### src/verilog/adc_seq_pkg.sv
/*
  Shared constants for the converter sequencing block: register indices,
  field positions, reset values, mode encodings and cycle counts.
  Assumes a 32-bit AHB-Lite bus; byte address of a register is four times its index.
*/
package adc_seq_pkg;
  // register indices (byte address = index * 4)
  localparam logic [9:0] IDX_CTRL2 = 10'h3d4;
  localparam logic [9:0] IDX_STATUS = 10'h3d5;
  localparam logic [9:0] IDX_CTRL0 = 10'h3d6;
  localparam logic [9:0] IDX_CTRL1 = 10'h3d7;
  localparam logic [5:0] IDX_RESULT_HI = 6'h3c; // results at 0x3c0..0x3cf, even/odd pairs
  // control 0 fields
  localparam int CH_LSB = 0; // [2:0] input select
  localparam int MODE_LSB = 3; // [5:3] operating mode
  localparam int EXT_BIT = 6; // external trigger select
  localparam int START_BIT = 7; // conversion start flag
  // control 1 fields
  localparam int SWEEP_LSB = 0; // [1:0] sweep group select
  localparam int RES10_BIT = 3; // 1 = 10-bit resolution
  localparam int VREF_BIT = 5; // ladder connect
  localparam int CLKSEL_LSB = 6; // [7:6] operating clock select
  // control 2 fields
  localparam int SH_BIT = 0; // sample-and-hold enable
  // reset values
  localparam logic [7:0] CTRL0_RST = 8'h00;
  localparam logic [7:0] CTRL1_RST = 8'h00;
  localparam logic CTRL2_RST = 1'b0;
  // conversion cycle counts in converter clock cycles
  localparam logic [6:0] CYC_8 = 7'd49;
  localparam logic [6:0] CYC_10 = 7'd59;
  localparam logic [6:0] CYC_SH_8 = 7'd28;
  localparam logic [6:0] CYC_SH_10 = 7'd33;

  typedef enum logic [2:0] {
    MODE_ONESHOT, MODE_REPEAT, MODE_SWEEP, MODE_RSWEEP0, MODE_RSWEEP1
  } mode_type;

  typedef enum logic [1:0] {CLK_DIV1, CLK_DIV2, CLK_DIV4, CLK_XIN} clksel_type;
endpackage

### src/verilog/adc_seq.sv
/*
  Sequencing and control for a shared 10-bit successive-approximation converter
  serving eight analog inputs, with an AHB-Lite register slave (zero wait states).
  Assumes the analog engine runs on conv_tick, starts on sar_go and presents
  its result on sar_result by the end of the cycle count; trigger and xin pins
  are asynchronous and are synchronised here.
*/
// Implementation choices: register access over AHB-Lite and the placing of the registers.
`timescale 1ns/1ps
module adc_seq
  import adc_seq_pkg::*;
#(
  parameter int NUM_CH = 8
) (
  input wire logic hclk,
  input wire logic hresetn,
  input wire logic hsel,
  input wire logic [11:0] haddr,
  input wire logic [1:0] htrans,
  input wire logic hwrite,
  input wire logic [2:0] hsize,
  input wire logic [31:0] hwdata,
  input wire logic hready,
  output logic hreadyout,
  output logic [31:0] hrdata,
  output logic hresp,
  input wire logic conv_ext_trigger,
  input wire logic conv_xin,
  input wire logic [9:0] sar_result,
  output logic [2:0] analog_sel,
  output logic sar_go,
  output logic sar_sh,
  output logic sar_res10,
  output logic conv_tick,
  output logic vref_connect,
  output logic conv_irq
);

  if (NUM_CH != 8) begin : g_bad_ch
    $error("adc_seq serves exactly eight inputs");
  end

  typedef struct packed {
    logic [7:0] ctrl0;
    logic [7:0] ctrl1;
    logic sh;
    logic [7:0][9:0] res;
    logic busy;
    logic [2:0] ch;
    logic [2:0] emph;
    logic [2:0] other;
    logic [6:0] cnt;
    logic [1:0] div;
    logic trig_m, trig_s, trig_d;
    logic xin_m, xin_s, xin_d;
    logic [9:0] dat_m, dat_s;
    logic wr_pend;
    logic [9:0] wr_idx;
    logic [31:0] rdata;
    logic irq;
    logic go;
    logic tick;
  } st_type;

  st_type st_r, st_nxt;

  // conversion length in converter clocks for the current setup
  function automatic logic [6:0] conv_cycles(input logic sh, input logic res10);
    if (sh) begin
      conv_cycles = res10 ? CYC_SH_10 : CYC_SH_8;
    end else begin
      conv_cycles = res10 ? CYC_10 : CYC_8;
    end
  endfunction

  // number of inputs in a sweep group: 2, 4, 6 or 8
  function automatic logic [3:0] group_len(input logic [1:0] sel);
    group_len = {1'b0, sel, 1'b0} + 4'd2;
  endfunction

  mode_type mode;
  clksel_type clksel;
  logic ext_sel, start_flag, res10, addr_ok, wr_ctrl0, fall, last, begin_conv;
  logic [9:0] rd_idx;
  logic [6:0] cyc;
  logic [2:0] emph_top, first_ch;
  logic [9:0] stored;

  always_comb begin
    mode = mode_type'(st_r.ctrl0[MODE_LSB +: 3]);
    clksel = clksel_type'(st_r.ctrl1[CLKSEL_LSB +: 2]);
    ext_sel = st_r.ctrl0[EXT_BIT];
    start_flag = st_r.ctrl0[START_BIT];
    res10 = st_r.ctrl1[RES10_BIT];
    cyc = conv_cycles(st_r.sh, res10);
    emph_top = {1'b0, st_r.ctrl1[SWEEP_LSB +: 2]};
    first_ch = (mode == MODE_ONESHOT || mode == MODE_REPEAT) ? st_r.ctrl0[CH_LSB +: 3] : 3'd0;
    addr_ok = hsel && hready && htrans[1];
    rd_idx = haddr[11:2];
    wr_ctrl0 = st_r.wr_pend && st_r.wr_idx == IDX_CTRL0;
    fall = st_r.trig_d && !st_r.trig_s; // only second and third stages are read
    // 8-bit mode keeps the upper eight of ten bits in the even byte
    stored = res10 ? st_r.dat_s : {2'b00, st_r.dat_s[9:2]};
    last = 1'b0;
    begin_conv = 1'b0;
    st_nxt = st_r;
    st_nxt.trig_m = conv_ext_trigger;
    st_nxt.trig_s = st_r.trig_m;
    st_nxt.trig_d = st_r.trig_s;
    st_nxt.xin_m = conv_xin;
    st_nxt.xin_s = st_r.xin_m;
    st_nxt.xin_d = st_r.xin_s;
    st_nxt.dat_m = sar_result;
    st_nxt.dat_s = st_r.dat_m;
    st_nxt.irq = 1'b0;
    st_nxt.go = 1'b0;
    st_nxt.wr_pend = addr_ok && hwrite;
    st_nxt.wr_idx = rd_idx;
    st_nxt.div = st_r.div + 2'd1;
    // operating clock enable for the analog engine
    case (clksel)
      CLK_DIV1: st_nxt.tick = 1'b1;
      CLK_DIV2: st_nxt.tick = st_r.div[0];
      CLK_DIV4: st_nxt.tick = &st_r.div;
      CLK_XIN: st_nxt.tick = st_r.xin_s && !st_r.xin_d;
      default: st_nxt.tick = 1'b0;
    endcase
    // count converter clocks, store the result and pick the next input
    if (st_r.busy && st_r.tick) begin
      st_nxt.cnt = st_r.cnt + 7'd1;
      if (st_r.cnt == cyc - 7'd1) begin
        st_nxt.res[st_r.ch] = stored;
        st_nxt.cnt = 7'd0;
        st_nxt.go = 1'b1;
        case (mode)
          MODE_ONESHOT: last = 1'b1;
          MODE_REPEAT: st_nxt.ch = st_r.ch;
          MODE_SWEEP: begin
            last = {1'b0, st_r.ch} + 4'd1 == group_len(st_r.ctrl1[SWEEP_LSB +: 2]);
            st_nxt.ch = st_r.ch + 3'd1;
          end
          MODE_RSWEEP0: begin
            if ({1'b0, st_r.ch} + 4'd1 == group_len(st_r.ctrl1[SWEEP_LSB +: 2])) begin
              st_nxt.ch = 3'd0;
            end else begin
              st_nxt.ch = st_r.ch + 3'd1;
            end
          end
          MODE_RSWEEP1: begin
            // emphasis inputs in turn, then one of the rest; emph 7 marks a rest input
            if (st_r.emph == 3'd7) begin
              st_nxt.emph = 3'd0;
              st_nxt.ch = 3'd0;
            end else if (st_r.emph < emph_top) begin
              st_nxt.emph = st_r.emph + 3'd1;
              st_nxt.ch = st_r.emph + 3'd1;
            end else begin
              st_nxt.emph = 3'd7;
              st_nxt.ch = st_r.other;
              st_nxt.other = (st_r.other == 3'd7) ? emph_top + 3'd1 : st_r.other + 3'd1;
            end
          end
          default: last = 1'b1;
        endcase
        if (last) begin
          st_nxt.busy = 1'b0;
          st_nxt.go = 1'b0;
          st_nxt.irq = 1'b1;
          if (!ext_sel) begin
            st_nxt.ctrl0[START_BIT] = 1'b0;
          end
        end
      end
    end
    // bus writes land after the hardware update so software wins
    if (st_r.wr_pend) begin
      if (st_r.wr_idx == IDX_CTRL1) begin
        st_nxt.ctrl1 = hwdata[7:0];
      end
      if (st_r.wr_idx == IDX_CTRL2) begin
        st_nxt.sh = hwdata[SH_BIT];
      end
      if (wr_ctrl0) begin
        st_nxt.ctrl0 = hwdata[7:0];
        if (!hwdata[START_BIT]) begin
          st_nxt.busy = 1'b0;
          st_nxt.go = 1'b0;
        end else if (!start_flag && !hwdata[EXT_BIT]) begin
          begin_conv = 1'b1;
        end
      end
    end
    // a falling trigger restarts even a running conversion
    if (ext_sel && start_flag && fall && !(wr_ctrl0 && !hwdata[START_BIT])) begin
      begin_conv = 1'b1;
    end
    if (begin_conv) begin
      st_nxt.busy = 1'b1;
      st_nxt.go = 1'b1;
      st_nxt.cnt = 7'd0;
      st_nxt.emph = 3'd0;
      st_nxt.ch = wr_ctrl0 ? hwdata[CH_LSB +: 3] : first_ch;
      if (mode_type'(st_nxt.ctrl0[MODE_LSB +: 3]) != MODE_ONESHOT &&
          mode_type'(st_nxt.ctrl0[MODE_LSB +: 3]) != MODE_REPEAT) begin
        st_nxt.ch = 3'd0;
      end
      st_nxt.other = {1'b0, st_nxt.ctrl1[SWEEP_LSB +: 2]} + 3'd1;
    end
    // read data prepared in the address phase, shown in the data phase
    st_nxt.rdata = 32'h0000_0000;
    if (addr_ok && !hwrite) begin
      if (rd_idx == IDX_CTRL0) begin
        st_nxt.rdata = {24'h00_0000, st_r.ctrl0};
      end else if (rd_idx == IDX_CTRL1) begin
        st_nxt.rdata = {24'h00_0000, st_r.ctrl1};
      end else if (rd_idx == IDX_CTRL2) begin
        st_nxt.rdata = {31'h0000_0000, st_r.sh};
      end else if (rd_idx == IDX_STATUS) begin
        st_nxt.rdata = {28'h000_0000, st_r.ch, st_r.busy};
      end else if (rd_idx[9:4] == IDX_RESULT_HI) begin
        // readable at any time; each result word changes in one cycle
        st_nxt.rdata = rd_idx[0] ? {30'h0, st_r.res[rd_idx[3:1]][9:8]}
                                 : {24'h00_0000, st_r.res[rd_idx[3:1]][7:0]};
      end
    end
  end

  // single state register
  always_ff @(posedge hclk or negedge hresetn) begin
    if (!hresetn) begin
      st_r <= '0;
      st_r.ctrl0 <= CTRL0_RST;
      st_r.ctrl1 <= CTRL1_RST;
      st_r.sh <= CTRL2_RST;
    end else begin
      st_r <= st_nxt;
    end
  end

  // outputs straight from the state register, except hreadyout and hresp which are tied constant
  assign hreadyout = 1'b1;
  assign hresp = 1'b0;
  assign hrdata = st_r.rdata;
  assign analog_sel = st_r.ch;
  assign sar_go = st_r.go;
  assign sar_sh = st_r.sh;
  assign sar_res10 = st_r.ctrl1[RES10_BIT];
  assign conv_tick = st_r.tick;
  assign vref_connect = st_r.ctrl1[VREF_BIT];
  assign conv_irq = st_r.irq;
endmodule

### config.mk
export PLATFORM = sky130hd
export DESIGN_NAME = adc_seq
export DESIGN_NICKNAME = d
export VERILOG_FILES = /design/src/verilog/adc_seq_pkg.sv /design/src/verilog/adc_seq.sv
export SDC_FILE = /design/constraint.sdc
export NUM_CORES = 1
export LEC_CHECK = 0
export ABC_AREA = 1
export BUFFER_PORTS_ARGS = -buffer_cell sky130_fd_sc_hd__buf_2
export CORE_ASPECT_RATIO = 0.5
export CORE_UTILIZATION = 40
export DETAILED_ROUTE_END_ITERATION = 6
export PLACE_DENSITY = 0.55
export SLEW_MARGIN = 15
export SYNTH_ARGS = -nofsm -noshare
export SYNTH_HDL_FRONTEND = slang
export SYNTH_SLANG_ARGS = --single-unit
### constraint.sdc
create_clock -name hclk -period 7.1 [get_ports hclk]
set_clock_uncertainty 0.05 [all_clocks]
set_input_delay 0.355 -clock hclk [delete_from_list [all_inputs] [get_ports hclk]]
set_output_delay 0.355 -clock hclk [all_outputs]
set_load 0.005 [all_outputs]
==> run_results.csv <==
group,metric,value,unit
clock_network,clkLatencyLatePin,430,ps
layout,layout-drive-gt1-share,12.3,%
clock_network,cts_buffers,17,
critical_path,regToRegSetupSlack,3610,ps
sta,slew_violations,0,
place,io_buffers,52,
detailed_routing,num_vias,6268,
layout,layoutNonFillerInstCount,1277,
critical_path,crit_path_end_kind,"register",
synthesis,synth_cell_type_count,40,
synthesis,yosysMostFrequentCell,"nand2_1",
synthesis,synth_warnings,0,
place,place_congestion,0.839,
layout,nets,1079,
sta,timing.fmax,287,MHz
synthesis,synth_seq_cells,164,
clock_network,cts_tree,"done",
sta,worst_pin_slew,1000,ps
sta,timing.final.ws_setup,3610,ps
place,dp_hpwl,12700,µm
power,vdd_drop_max,152,µV
critical_path,r2r.worst_path.cells,10,
sta,post-route-period-util,49.1,%
synthesis,ys_async_sr_fraction,100,%
detailed_routing,viasPerCell,4.91,
layout,syn2layout_area_growth,11.6,%
clock_network,root_buffer,"clkbuf_16",
clock_network,cts_buffer_depth,2,
floorplan,coreArea,0.0197,mm²
floorplan,pin_count,109,
detailed_routing,dr.pass1.iters,5,
sta,period_needed,3490,ps
synthesis,ys_seq_area_share,50.1,%
worst_hold_path,hp-class,"primary input to register",
global_routing,grt_pass1_vias,6053,
clock_network,cts_sinks,164,
global_routing,grt_start_max_net_pins,90,
detailed_routing,antenna_left,0,
global_routing,grt_overflow,0,
critical_path,crit_type,"register to register",
global_routing,groute.usage.overall,19.8,%
layout,antenna_cells,0,
flow_run,maxCapViolations,0,
critical_path,crit_fanout,20,
critical_path,start_kind,"register",
global_routing,grt_pass1_wl,31700,µm
sta,setup_viol_count_final,0,
detailed_routing,drc,0,
place,dp_cells,1228,
critical_path,required,7370,ps
synthesis,synth_area_per_cell,8.55,µm²
synthesis,syn_inst,957,
power,powerDensity,224,mW/mm²
power,p_leak,0.00453,µW
sta,rsz0062_at_grt,"no",
clock_network,cts.clk_slew.worst_paths,60,ps
synthesis,yosys-top-cells-area,"dfrtp_1, nand2_1, o21ai_1",
detailed_routing,totalWireLength,19200,µm
detailed_routing,wire_per_inst,15.0,µm
sta,hold_viol_final,0,
global_routing,antenna_found_initial,0,
place,pre_cts_ws,3580,ps
run_status,status,"complete, no violations",
sta,relSlewSlack,31.2,%
synthesis,synthesis.area,0.00819,mm²
synthesis,synth_edf_count,0,
floorplan,row_count,36,
synthesis,synth_ff_type,"dfrtp_1",
floorplan,die_h,103,µm
floorplan,initial_core_util,41.5,%
synthesis,ys_top_cells_by_count,"nand2_1, dfrtp_1, inv_1, nor2_1, o21ai_1",
synthesis,synth_top_area_share,50.1,%
floorplan,die_area,0.0211,mm²
detailed_routing,initialDrtViolationCount,361,
worst_hold_path,min_path_cells,1,
floorplan,die_w,204,µm
sta,tns,0,ps
synthesis,yosysTopAreaCell,"dfrtp_1",
clock_network,htreeDepth,4,
critical_path,critPathArrivalTime,3760,ps
-- layout make-up --
class | instances | area (µm²)
Fill cell | 1975 | 10600
Sequential cell | 164 | 4100
Multi-Input combinational cell | 664 | 3310
Timing Repair Buffer | 72 | 462
Clock buffer | 21 | 450
Tap cell | 266 | 333
Inverter | 80 | 302
Clock inverter | 10 | 171
-- where the power goes --
| part | switching (µW) | internal [µW] | leakage (µW) |
|---|---|---|---|
| registers | 8.16 | 947 | 0.00213 |
| logic | 72.0 | 31.5 | 0.00211 |
| clock network | 385 | 601 | 0.000299 |
-- metrics by stage --
stage / hold WS, ps / utilization, % / total power, µW / cell area, µm²
after floorplan: 9.41 / - / 1030 / 8280
after global placement: 284 / 42.2 / 1070 / 8330
after detailed placement: 285 / 42.2 / 1070 / 8330
after CTS: 1.18 / 46.3 / 2060 / 9130
after global routing: 3.64 / 46.3 / 2120 / 9140
final: 19.0 / 46.3 / 2040 / 9140
-- state kept, by name (all words and copies together), names as in the netlist, named ones only --
register / count
clksel: 2
conv_tick: 1
ext_sel: 1
conv_irq: 1
emph_top: 2
analog_sel: 3
sar_res10: 1
sar_sh: 1
hrdata: 8
vref_connect: 1
st_r: 125
st_nxt: 14
mode: 2
sar_go: 1
-- layer usage --
layer / routed length, µm / vias to the layer above / global-route usage, %
met2: 8770 / 110 / 32.4
li1: - / 3138 / -
met3: 765 / 16 / 4.42
met4: 199 / 0 / 5.80
met1: 9460 / 3004 / 26.6
met5: 0 / - / 0
-- path summary, 6_finish.rpt --
path / start / end
max: sar_res10 / st_r[116]
min: haddr[7] / st_r[40]
max reg2reg: sar_res10 / st_r[116]
min reg2reg: st_nxt[70] / st_nxt[69]
max in group asynchronous: hresetn / st_r[168]
min in group asynchronous: hresetn / st_r[122]
-- repair_timing --
item                                   in CTS  in global routing
setup buffers                               0                  0
endpoints found under the hold margin      88                  1
hold buffers                               17                  1
gates resized for setup                     0                  0
-- cell families (layout without fill, tap and decap cells) --
group	count (synthesis)	count (layout)	share of synthesized area, %
AND/OR/NAND/NOR	430	430	23.5
AO/OA/AOI/OAI	178	178	11.6
flip-flops	164	164	50.1
buffers and inverters	153	183	10.5
multiplexers	15	15	1.91
adder cells (fa/ha/maj)	14	14	2.14
other	2	26	0.0917
XOR/XNOR	1	1	0.107
-- worst max-delay path, cell delays in order (launching register included) --
cell	delay [ps]
dfrtp_1	920
inv_1	150
ha_1	370
nand2_1	80
o21ai_1	120
nand2_1	70
nor2_2	170
nand3_4	150
clkinv_2	280
nand3_1	630
o21ai_0	380
-- placed cells by master (no fill, tap or decap), types with 5 or more instances in the layout --
cell type	netlist	routed
dfrtp_1	164	164
buf_2	4	51
o22ai_1	10	10
nand3_1	49	49
inv_1	75	75
clkbuf_16	0	17
o21ai_0	66	66
nand4_1	12	12
o21ai_1	69	69
nor2_1	75	75
nand3_4	8	8
mux2_2	5	5
dlygate4sd3_1	0	18
o211ai_1	11	11
mux2i_1	10	10
nand2_1	262	262
a21oi_1	16	16
conb_1	2	26
nand2_2	5	5
ha_1	14	14
(Power assumes the default switching activity.)
